--- src/rtl/amh_regs.vh ---
/*
 * Constants for the attitude mode and health word block: test word bit
 * positions, setting encodings, reset defaults and timing counts.
 * Assumes the including module runs on a 100 MHz clock.
 */
`ifndef AMH_REGS_VH
`define AMH_REGS_VH

`define AMH_CLK_HZ            100000000
// Health word bit positions
`define AMH_BIT_FATAL         0
`define AMH_BIT_HW_FAULT      1
`define AMH_BIT_LINK_FAULT    2
`define AMH_BIT_SW_FAULT      3
`define AMH_BIT_ANY_ALERT     8
`define AMH_BIT_HW_ALERT      9
`define AMH_BIT_GPS_ALERT     10
`define AMH_BIT_ALGO_ALERT    11
`define AMH_BIT_RANGE_ALERT   12
// Packet types
`define AMH_PKT_ANGLE_IMU     3'h0
`define AMH_PKT_SCALED        3'h1
`define AMH_PKT_NAV_A         3'h2
`define AMH_PKT_NAV_B         3'h3
`define AMH_PKT_DIAG          3'h4
// Packet rate codes; quiet means polled only
`define AMH_RATE_QUIET        3'h0
`define AMH_RATE_100          3'h1
`define AMH_RATE_50           3'h2
`define AMH_RATE_25           3'h3
`define AMH_RATE_20           3'h4
`define AMH_RATE_10           3'h5
`define AMH_RATE_5            3'h6
`define AMH_RATE_2            3'h7
// Filter cutoff codes
`define AMH_LPF_5HZ           2'h0
`define AMH_LPF_10HZ          2'h1
`define AMH_LPF_20HZ          2'h2
`define AMH_LPF_50HZ          2'h3
// Status category enable bits
`define AMH_CAT_HW            0
`define AMH_CAT_SW            1
`define AMH_CAT_SENSOR        2
`define AMH_CAT_COM           3
`define AMH_CAT_DEFAULT       4'he
// Turn threshold, 0.1 deg/s units: 10.0 deg/s
`define AMH_TURN_DEFAULT      16'h0064
// Quasi-static limit, 0.1 deg/s units: 3 deg/s
`define AMH_QUIET_RATE        16'h001e
// Times in seconds, and clock cycles per second
`define AMH_FREE_LIMIT_S      60
`define AMH_INIT_TIME_S       60
`define AMH_SEC_TICKS         100000000

`endif
--- src/rtl/amh_mode_health.v ---
/*
 * Mode control and built-in-test word for an attitude reference unit:
 * packet pacing and polling, filter cutoff settings, rate-only
 * propagation with its timed exit, over-range hold and restart, gain
 * selection, and the 16-bit health word sent with every packet.
 * Assumes settings arrive as plain levels from the command decoder,
 * taken on a one-cycle load strobe, and commands as one-cycle pulses.
 * Assumes rates arrive as unsigned magnitudes in 0.1 deg/s units, the
 * low-passed ones from the sensor filters, with the range limit beside
 * them, all synchronous to clk_i.
 * Assumes the packet sender takes a send pulse whenever busy is low and
 * keeps the kind and word it was handed until it is done.
 * Fault and alert inputs are plain levels from the health monitors.
 * Timers run on whole seconds divided down from clk_i; one seconds
 * count serves both the init phase and the rate-only stay.
 */
// Behaviour
// - Send chosen packet at set rate, default 25 Hz; quiet means only on fetch.
// - Default packet is angle-plus-inertial; scaled and two nav packets selectable.
// - One rate cutoff for all gyros, default 20 Hz; accel default 5 Hz.
// - Separate accel cutoffs: one for X and Y, one for Z.
// - Rate-only mode propagates from gyro alone, no corrections or accel coupling.
// - Leaving rate-only mode before sixty seconds resumes normal gains, no reset.
// - Leaving rate-only mode after sixty seconds forces reset into high gain.
// - Over-range when any one gyro axis exceeds its measurable range.
// - Restart switch off: flag over-range and keep running.
// - Restart switch on: fatal flag until all rates under 3 deg/s, then restart.
// - Algorithm reset enters high-gain state with heavy accel feedback.
// - Dynamic motion defaults on; off selects higher gain state.
// - Yaw rate above turn threshold, default 10 deg/s, reduces accel gains.
// - Every measurement packet carries the two-byte test word.
// - Low byte holds error flags, high byte holds status alerts.
// - Error bits: fatal 0, hardware 1, link 2, software 3; 4-7 reserved.
// - Status bits: summary 8, hw 9, gps 10, algo 11, range 12; rest reserved.
// - Summary status set whenever any enabled alert is asserted.
// - Hardware, software, sensor and comm categories enable individually.
// - Optionally the algo alert bit shows a turn in progress.
// - Fetch command may request diagnostic packet with full subsystem status.
// - Reset command abandons state and re-enters initialisation; ignored in the over-range hold.
// - High-gain initialisation lasts about 60 s and shows on algo alert bit.
`timescale 1ns/100ps
`include "amh_regs.vh"

module amh_mode_health #(
   parameter SEC_TICKS  = `AMH_SEC_TICKS,
   parameter RATE_W     = 16,
   parameter FREE_LIMIT = `AMH_FREE_LIMIT_S,
   parameter INIT_TIME  = `AMH_INIT_TIME_S
) (
   input  wire              clk_i,
   input  wire              sys_rst_i,
   // Settings from the host
   input  wire              cfg_load_i,
   input  wire [2:0]        cfg_pkt_type_i,
   input  wire [2:0]        cfg_pkt_rate_i,
   input  wire [1:0]        cfg_gyro_lpf_i,
   input  wire [1:0]        cfg_accel_xy_lpf_i,
   input  wire [1:0]        cfg_accel_z_lpf_i,
   input  wire              cfg_free_integrate_i,
   input  wire              cfg_restart_on_overflow_i,
   input  wire              cfg_dynamic_motion_i,
   input  wire [RATE_W-1:0] cfg_turn_thresh_i,
   input  wire [3:0]        cfg_cat_enable_i,
   input  wire              cfg_turn_alert_i,
   // Commands
   input  wire              fetch_packet_cmd_i,
   input  wire              fetch_diag_i,
   input  wire              algo_reset_cmd_i,
   // Sensor side
   input  wire [RATE_W-1:0] rate_x_abs_i,
   input  wire [RATE_W-1:0] rate_y_abs_i,
   input  wire [RATE_W-1:0] rate_z_abs_i,
   input  wire [RATE_W-1:0] rate_max_i,
   input  wire [RATE_W-1:0] lp_rate_x_abs_i,
   input  wire [RATE_W-1:0] lp_rate_y_abs_i,
   input  wire [RATE_W-1:0] lp_rate_z_abs_i,
   input  wire              hw_fault_i,
   input  wire              link_fault_i,
   input  wire              sw_fault_i,
   input  wire              hw_alert_i,
   input  wire              gps_missing_i,
   // Packet stream
   input  wire              pkt_busy_i,
   output reg               pkt_send_o,
   output reg  [2:0]        pkt_kind_o,
   output reg  [15:0]       health_status_word_o,
   // Filter and algorithm controls
   output reg  [1:0]        gyro_lpf_o,
   output reg  [1:0]        accel_xy_lpf_o,
   output reg  [1:0]        accel_z_lpf_o,
   output reg               rate_only_o,
   output reg               high_gain_o,
   output reg               low_accel_gain_o,
   output reg               algo_restart_o,
   output reg               fatal_fail_flag_o,
   output reg               rate_overflow_flag_o
);
   localparam ST_INIT = 2'h0;
   localparam ST_RUN  = 2'h1;
   localparam ST_FREE = 2'h2;
   localparam ST_HOLD = 2'h3;
   // Second counts cut to the 8-bit timer on purpose; both limits fit
   localparam [7:0] INIT_SECS = INIT_TIME[7:0];
   localparam [7:0] FREE_SECS = FREE_LIMIT[7:0];
   localparam [7:0] SEC_MAX   = 8'hff;

   reg  [1:0]        state_reg;
   reg  [1:0]        state_next;
   reg  [2:0]        pkt_type_reg;
   reg  [2:0]        pkt_rate_reg;
   reg               free_req_reg;
   reg               restart_ovf_reg;
   reg               dyn_motion_reg;
   reg  [RATE_W-1:0] turn_thresh_reg;
   reg  [3:0]        cat_en_reg;
   reg               turn_alert_reg;
   reg  [31:0]       sub_cnt_reg;
   reg  [7:0]        sec_cnt_reg;
   reg               pend_reg;
   reg               pend_diag_reg;
   reg               ovf_seen_reg;
   wire              rate_tick;
   wire              sec_tick;
   wire [2:0]        over_axis;
   wire              over_range;
   wire              quasi_static;
   wire              turning;
   wire              algo_alert;
   wire [3:0]        alerts;
   wire [2:0]        next_kind;
   wire [15:0]       word;
   reg               restart_now;

   amh_rate_tick #(
      .SEC_TICKS (SEC_TICKS)
   ) u_rate (
      .clk_i      (clk_i),
      .sys_rst_i  (sys_rst_i),
      .rate_sel_i (pkt_rate_reg),
      .tick_o     (rate_tick)
   );

   // Settings; defaults match the shipped configuration
   always @(posedge clk_i) begin
      if (sys_rst_i) begin
         pkt_type_reg    <= `AMH_PKT_ANGLE_IMU;
         pkt_rate_reg    <= `AMH_RATE_25;
         gyro_lpf_o      <= `AMH_LPF_20HZ;
         accel_xy_lpf_o  <= `AMH_LPF_5HZ;
         accel_z_lpf_o   <= `AMH_LPF_5HZ;
         free_req_reg    <= 1'b0;
         restart_ovf_reg <= 1'b0;
         dyn_motion_reg  <= 1'b1;
         turn_thresh_reg <= `AMH_TURN_DEFAULT;
         // Hardware alert category ships disabled
         cat_en_reg      <= `AMH_CAT_DEFAULT;
         turn_alert_reg  <= 1'b0;
      end else if (cfg_load_i) begin
         // Diagnostic packet only on request, never periodic
         if (cfg_pkt_type_i != `AMH_PKT_DIAG && cfg_pkt_type_i <= `AMH_PKT_NAV_B)
            pkt_type_reg <= cfg_pkt_type_i;
         // Rate code 0 stops periodic output; fetches still answer
         pkt_rate_reg    <= cfg_pkt_rate_i;
         gyro_lpf_o      <= cfg_gyro_lpf_i;
         accel_xy_lpf_o  <= cfg_accel_xy_lpf_i;
         accel_z_lpf_o   <= cfg_accel_z_lpf_i;
         free_req_reg    <= cfg_free_integrate_i;
         restart_ovf_reg <= cfg_restart_on_overflow_i;
         dyn_motion_reg  <= cfg_dynamic_motion_i;
         turn_thresh_reg <= cfg_turn_thresh_i;
         cat_en_reg      <= cfg_cat_enable_i;
         turn_alert_reg  <= cfg_turn_alert_i;
      end
   end

   // Per-axis over-range and quasi-static compare
   genvar g;
   wire [RATE_W-1:0] raw_rate [0:2];
   wire [RATE_W-1:0] lp_rate  [0:2];
   wire [2:0]        lp_quiet;
   assign raw_rate[0] = rate_x_abs_i;
   assign raw_rate[1] = rate_y_abs_i;
   assign raw_rate[2] = rate_z_abs_i;
   assign lp_rate[0]  = lp_rate_x_abs_i;
   assign lp_rate[1]  = lp_rate_y_abs_i;
   assign lp_rate[2]  = lp_rate_z_abs_i;
   generate
      for (g = 0; g < 3; g = g + 1) begin : g_axis
         // Strict compare: a rate right at the limit is still in range
         assign over_axis[g] = raw_rate[g] > rate_max_i;
         assign lp_quiet[g]  = lp_rate[g] < `AMH_QUIET_RATE;
      end
   endgenerate
   assign over_range   = |over_axis;
   assign quasi_static = &lp_quiet;
   // Low-passed yaw, so vibration does not chatter the gain cut
   assign turning      = lp_rate_z_abs_i > turn_thresh_reg;

   // One-second enable for the init and rate-only timers
   // Whole seconds only: a limit is met to within one second
   assign sec_tick = (sub_cnt_reg + 32'h1 >= SEC_TICKS);
   always @(posedge clk_i) begin
      if (sys_rst_i || sec_tick)
         sub_cnt_reg <= 32'h0;
      else
         sub_cnt_reg <= sub_cnt_reg + 32'h1;
   end

   // Algorithm phase sequencer
   always @* begin
      state_next  = state_reg;
      restart_now = 1'b0;
      case (state_reg)
         ST_INIT: begin
            if (restart_ovf_reg && over_range)
               state_next = ST_HOLD;
            else if (sec_tick && sec_cnt_reg + 8'h1 >= INIT_SECS)
               state_next = ST_RUN;
         end
         ST_RUN: begin
            if (restart_ovf_reg && over_range)
               state_next = ST_HOLD;
            else if (free_req_reg)
               state_next = ST_FREE;
         end
         ST_FREE: begin
            // Over-range still holds in rate-only mode
            if (restart_ovf_reg && over_range)
               state_next = ST_HOLD;
            else if (!free_req_reg) begin
               if (sec_cnt_reg >= FREE_SECS) begin
                  state_next  = ST_INIT;
                  restart_now = 1'b1;
               end else begin
                  state_next = ST_RUN;
               end
            end
         end
         ST_HOLD: begin
            // Restart only when calm, or it would fall straight back
            if (quasi_static && !over_range) begin
               state_next  = ST_INIT;
               restart_now = 1'b1;
            end
         end
         default: state_next = ST_INIT;
      endcase
      // Not taken in the hold: the hold already ends in a restart
      if (algo_reset_cmd_i && state_reg != ST_HOLD) begin
         state_next  = ST_INIT;
         restart_now = 1'b1;
      end
   end

   // Seconds counter: init phase length or time spent rate-only
   always @(posedge clk_i) begin
      if (sys_rst_i) begin
         state_reg   <= ST_INIT;
         sec_cnt_reg <= 8'h0;
      end else begin
         state_reg <= state_next;
         if (state_next != state_reg)
            sec_cnt_reg <= 8'h0;
         // Saturates so a long rate-only stay cannot wrap under the limit
         else if (sec_tick && sec_cnt_reg != SEC_MAX)
            sec_cnt_reg <= sec_cnt_reg + 8'h1;
      end
   end

   // Algorithm controls
   always @(posedge clk_i) begin
      if (sys_rst_i) begin
         rate_only_o          <= 1'b0;
         high_gain_o          <= 1'b1;
         low_accel_gain_o     <= 1'b0;
         algo_restart_o       <= 1'b0;
         fatal_fail_flag_o    <= 1'b0;
         rate_overflow_flag_o <= 1'b0;
         ovf_seen_reg         <= 1'b0;
      end else begin
         rate_only_o      <= state_next == ST_FREE;
         // Init phase or dynamic motion off both run at high gain
         high_gain_o      <= state_next == ST_INIT || !dyn_motion_reg;
         // Gain cut only once running; init and rate-only keep their gains
         low_accel_gain_o <= turning && state_next == ST_RUN;
         algo_restart_o   <= restart_now;
         fatal_fail_flag_o <= state_next == ST_HOLD;
         // Without restart the flag follows the condition and running goes on
         rate_overflow_flag_o <= over_range;
         ovf_seen_reg     <= over_range;
      end
   end

   // Health word
   // Turn indication shares the algorithm bit only when enabled
   assign algo_alert = state_reg == ST_INIT || high_gain_o ||
                       (turn_alert_reg && turning);
   assign alerts[0] = hw_alert_i    & cat_en_reg[`AMH_CAT_HW];
   assign alerts[1] = gps_missing_i & cat_en_reg[`AMH_CAT_COM];
   assign alerts[2] = algo_alert    & cat_en_reg[`AMH_CAT_SW];
   assign alerts[3] = ovf_seen_reg  & cat_en_reg[`AMH_CAT_SENSOR];
   // A diagnostic fetch overrides the periodic kind for one packet
   assign next_kind = pend_diag_reg ? `AMH_PKT_DIAG : pkt_type_reg;
   assign word = {3'h0,
                  alerts[3],
                  alerts[2],
                  alerts[1],
                  alerts[0],
                  |alerts[3:0],
                  4'h0,
                  sw_fault_i,
                  link_fault_i,
                  hw_fault_i,
                  fatal_fail_flag_o};

   // Packet request: periodic tick or fetch, held until the sender is free
   always @(posedge clk_i) begin
      if (sys_rst_i) begin
         pend_reg             <= 1'b0;
         pend_diag_reg        <= 1'b0;
         pkt_send_o           <= 1'b0;
         pkt_kind_o           <= `AMH_PKT_ANGLE_IMU;
         health_status_word_o <= 16'h0000;
      end else begin
         pkt_send_o <= 1'b0;
         if (rate_tick || fetch_packet_cmd_i)
            pend_reg <= 1'b1;
         if (fetch_packet_cmd_i && fetch_diag_i)
            pend_diag_reg <= 1'b1;
         if (pend_reg && !pkt_busy_i) begin
            // A request in the sending cycle re-arms, so none is lost
            pend_reg             <= rate_tick || fetch_packet_cmd_i;
            pend_diag_reg        <= fetch_packet_cmd_i && fetch_diag_i;
            pkt_send_o           <= 1'b1;
            pkt_kind_o           <= next_kind;
            health_status_word_o <= word;
         end
      end
   end
endmodule

--- src/rtl/amh_rate_tick.v ---
/*
 * Packet rate divider: one-cycle enable pulse at the selected output rate.
 * Assumes a 100 MHz clock; quiet code gives no pulse.
 */
`timescale 1ns/100ps
`include "amh_regs.vh"

module amh_rate_tick #(
   parameter SEC_TICKS = `AMH_SEC_TICKS
) (
   input  wire       clk_i,
   input  wire       sys_rst_i,
   input  wire [2:0] rate_sel_i,
   output reg        tick_o
);
   reg [31:0] cnt_reg;
   reg [31:0] limit;

   always @* begin
      case (rate_sel_i)
         `AMH_RATE_100: limit = SEC_TICKS / 100;
         `AMH_RATE_50:  limit = SEC_TICKS / 50;
         `AMH_RATE_25:  limit = SEC_TICKS / 25;
         `AMH_RATE_20:  limit = SEC_TICKS / 20;
         `AMH_RATE_10:  limit = SEC_TICKS / 10;
         `AMH_RATE_5:   limit = SEC_TICKS / 5;
         `AMH_RATE_2:   limit = SEC_TICKS / 2;
         default:       limit = 32'h0;
      endcase
   end

   always @(posedge clk_i) begin
      if (sys_rst_i || limit == 32'h0) begin
         cnt_reg <= 32'h0;
         tick_o  <= 1'b0;
      end else if (cnt_reg + 32'h1 >= limit) begin
         cnt_reg <= 32'h0;
         tick_o  <= 1'b1;
      end else begin
         cnt_reg <= cnt_reg + 32'h1;
         tick_o  <= 1'b0;
      end
   end
endmodule

--- config.mk ---
export PLATFORM = sky130hd
export DESIGN_NAME = amh_mode_health
export DESIGN_NICKNAME = d
export VERILOG_FILES = /design/src/rtl/amh_mode_health.v /design/src/rtl/amh_rate_tick.v
export VERILOG_INCLUDE_DIRS = /design/src /design/src/rtl
export SDC_FILE = /design/constraint.sdc
export NUM_CORES = 1
export LEC_CHECK = 0
export ABC_CLOCK_PERIOD_IN_PS = 4200
export BUFFER_PORTS_ARGS = -buffer_cell sky130_fd_sc_hd__buf_4
export CORE_UTILIZATION = 55
export DETAILED_ROUTE_END_ITERATION = 10
export GPL_TIMING_DRIVEN = 1
export PLACE_DENSITY_LB_ADDON = 0.12
export SLEW_MARGIN = 15
export SYNTH_ARGS = -nofsm -noshare
export SYNTH_HDL_FRONTEND = slang
export SYNTH_SLANG_ARGS = --single-unit
--- constraint.sdc ---
create_clock -name clk_i -period 4.2 [get_ports clk_i]
set_input_delay 0.21 -clock clk_i [delete_from_list [all_inputs] [get_ports clk_i]]
set_output_delay 0.21 -clock clk_i [all_outputs]
set_load 0.01 [all_outputs]
==> impl_metrics.env <==
export IMPL_whs_path_depth=3
export IMPL_drtPass1Iterations=5
export IMPL_status="complete, no violations"
export IMPL_die_h_um=124
export IMPL_ys_ff_latch=132
export IMPL_fmax_mhz=289
export IMPL_arrival_ps=3800
export IMPL_final_setup_viol_count=0
export IMPL_min_path_type="in -> reg"
export IMPL_start_util=0.565
export IMPL_setup_ws_ps=735
export IMPL_cts_buffers=17
export IMPL_slew_violations=0
export IMPL_yosys_area_top_type="dfxtp_1"
export IMPL_dpl_cell_count=1314
export IMPL_port_buffers=182
export IMPL_grt_overflow_total=0
export IMPL_clk_pin_slew_ps=60
export IMPL_diodes=0
export IMPL_r2r_setup_slack_ps=730
export IMPL_vdd_ir_drop_max_uv=245
export IMPL_relSlewSlack=0.458
export IMPL_required_ps=4540
export IMPL_async_flop_share=0
export IMPL_yosys_warnings=0
export IMPL_postSynthAreaPerCell_sq_um=8.49
export IMPL_endpoint_kind="register"
export IMPL_fillers=1217
export IMPL_timing_final_crit_share=0.825
export IMPL_core_sq_um=14500
export IMPL_crit_type="reg -> reg"
export IMPL_holdWs_ps=12.0
export IMPL_r2r_cells=9
export IMPL_synth_enable_flop_cells=0
export IMPL_dpl_worst_slack_ps=763
export IMPL_instances_no_fill=1353
export IMPL_htree_levels=4
export IMPL_ctsResizeCount=0
export IMPL_synth_seq_area_share=0.322
export IMPL_synth_commonest_cells="dfxtp_1, nor2_1, ha_1"
export IMPL_fin_crit_ps=3470
export IMPL_area_delta_synth_final_pct=25.8
export IMPL_crit_fanout=27
export IMPL_rows=44
export IMPL_tns_ps=0
export IMPL_grt_max_degree=45
export IMPL_hpwlAfterDp_um=14600
export IMPL_final_core_util=0.711
export IMPL_synthTopCellsByArea="dfxtp_1, ha_1, nor2_1, mux2i_1, nand2_1"
export IMPL_yosysMostFrequentCell="dfxtp_1"
export IMPL_ys_flop_type="dfxtp_1"
export IMPL_via_per_inst=5.50
export IMPL_synthCells=968
export IMPL_drc=0
export IMPL_cts_tree="yes"
export IMPL_synth_top_area_frac=0.322
export IMPL_worst_skew_pair_late_latency_ps=430
export IMPL_ioPinCount=192
export IMPL_gp_congestion=0.913
export IMPL_die_area_sq_um=15400
export IMPL_cts_root_buf="clkbuf_16"
export IMPL_final_antenna_net_count=0
export IMPL_min_to="gyro_lpf_o[1]"
export IMPL_synth_cell_types=68
export IMPL_vias=7447
export IMPL_grt_pass1_wl_um=32600
export IMPL_nNetsFinal=1406
export IMPL_r2r_start="sub_cnt_reg[0]"
export IMPL_r2r_end="sub_cnt_reg[25]"
export IMPL_antenna_found_initial=0
export IMPL_numClockSinks=132
export IMPL_wire_per_inst_um=14.3
export IMPL_critPathLaunchType="register"
export IMPL_synth_area_sq_um=8220
export IMPL_power_leakage_nw=4.66
export IMPL_final_hold_viol_count=0
export IMPL_tightest_slew_ps=806
export IMPL_rsz0062_at_grt="no"
export IMPL_finalWirelength_um=19400
export IMPL_skew_ps=10.1
export IMPL_max_cap_viol_count=0
export IMPL_first_iter_violations=333
export IMPL_grt_pass1_vias=7102
export IMPL_drive_gt1_frac=0.211
export IMPL_clk_path_buf_depth=2
export IMPL_worstHoldStart="cfg_gyro_lpf_i[1]"
export IMPL_powerDensity_nw_per_um2=305
export IMPL_track_usage=0.255
export IMPL_die_x_um=124
==> placed cells by master (no fill, tap or decap), drive strengths merged, types with 13 or more instances in the layout <==
master	count
mux2i	34
nor3	24
conb	18
nor2	107
xnor2	30
nand3	49
xor2	31
and3	35
a21o	14
ha	90
nand2	78
nand4	32
o21ai	16
inv	57
buf	188
a21oi	46
dfxtp	132
clkbuf	18
nor2b	13
nor4	13
==> layout make-up <==
class	instances	area (sq um)	area share
Multi-Input combinational cell	759	5250	0.507
Sequential cell	132	2640	0.256
Timing Repair Buffer	195	1480	0.143
Clock buffer	18	429	0.0415
Tap cell	184	230	0.0223
Inverter	51	191	0.0185
Clock inverter	14	118	0.0114
==> stage by stage <==
stage	instance area, sq um	total power [mW]
5_1_grt	10300	3.30
6_report	10300	3.16
4_1_cts	10300	3.17
3_3_place_gp	9720	1.78
3_5_place_dp	9720	1.79
2_1_floorplan	8280	1.60
==> metal layers <==
layer / track usage / share of wire / vias to the layer above
met5: 0 / 0 / -
met4: 0.0765 / 0.016 / 0
met3: 0.0668 / 0.058 / 32
met2: 0.439 / 0.48 / 215
met1: 0.311 / 0.44 / 3380
li1: - / - / 3820
==> power by group <==
part / internal, mW / total [mW] / switching, mW
sequential: 1.29 / 1.32 / 0.0308
combinational: 0.239 / 0.449 / 0.210
clock: 0.768 / 1.38 / 0.615
total: 2.30 / 3.16 / 0.856
==> worst max-delay path, stage by stage (launching register included) <==
cell	delay, ps
dfxtp_1	410
ha_1	290
nand2_2	160
nor3_2	190
mux2_2	350
or4b_2	620
and4_1	250
o2111ai_4	320
nand3_2	510
nor2_1	270
==> timing repair <==
action | CTS | global route
endpoints found under the setup margin | 0 | 0
hold endpoints to repair | 7 | 0
setup buffers | 0 | 0
hold buffers | 7 | 0
==> kinds of logic after synthesis <==
logic type	share of synthesized area
AO/OA/AOI/OAI	0.125
flip-flops	0.322
multiplexers	0.0455
other	0.000456
buffers and inverters	0.0477
adder cells (fa/ha/maj)	0.137
AND/OR/NAND/NOR	0.257
XOR/XNOR	0.0650
==> worst max-delay path by stage <==
stage          cells past startpoint                end         startpoint  slack (ps)
2_1_floorplan                     10     sec_cnt_reg[6]     sub_cnt_reg[0]         920
3_3_place_gp                       9     sub_cnt_reg[7]     sub_cnt_reg[0]         820
3_5_place_dp                       9    sub_cnt_reg[25]     sub_cnt_reg[0]         760
4_1_cts                            9    sub_cnt_reg[25]     sub_cnt_reg[0]         700
5_1_grt                           16  u_rate.cnt_reg[2]  u_rate.cnt_reg[0]         430
6_report                           9    sub_cnt_reg[25]     sub_cnt_reg[0]         730
(Power assumes the default switching activity.)
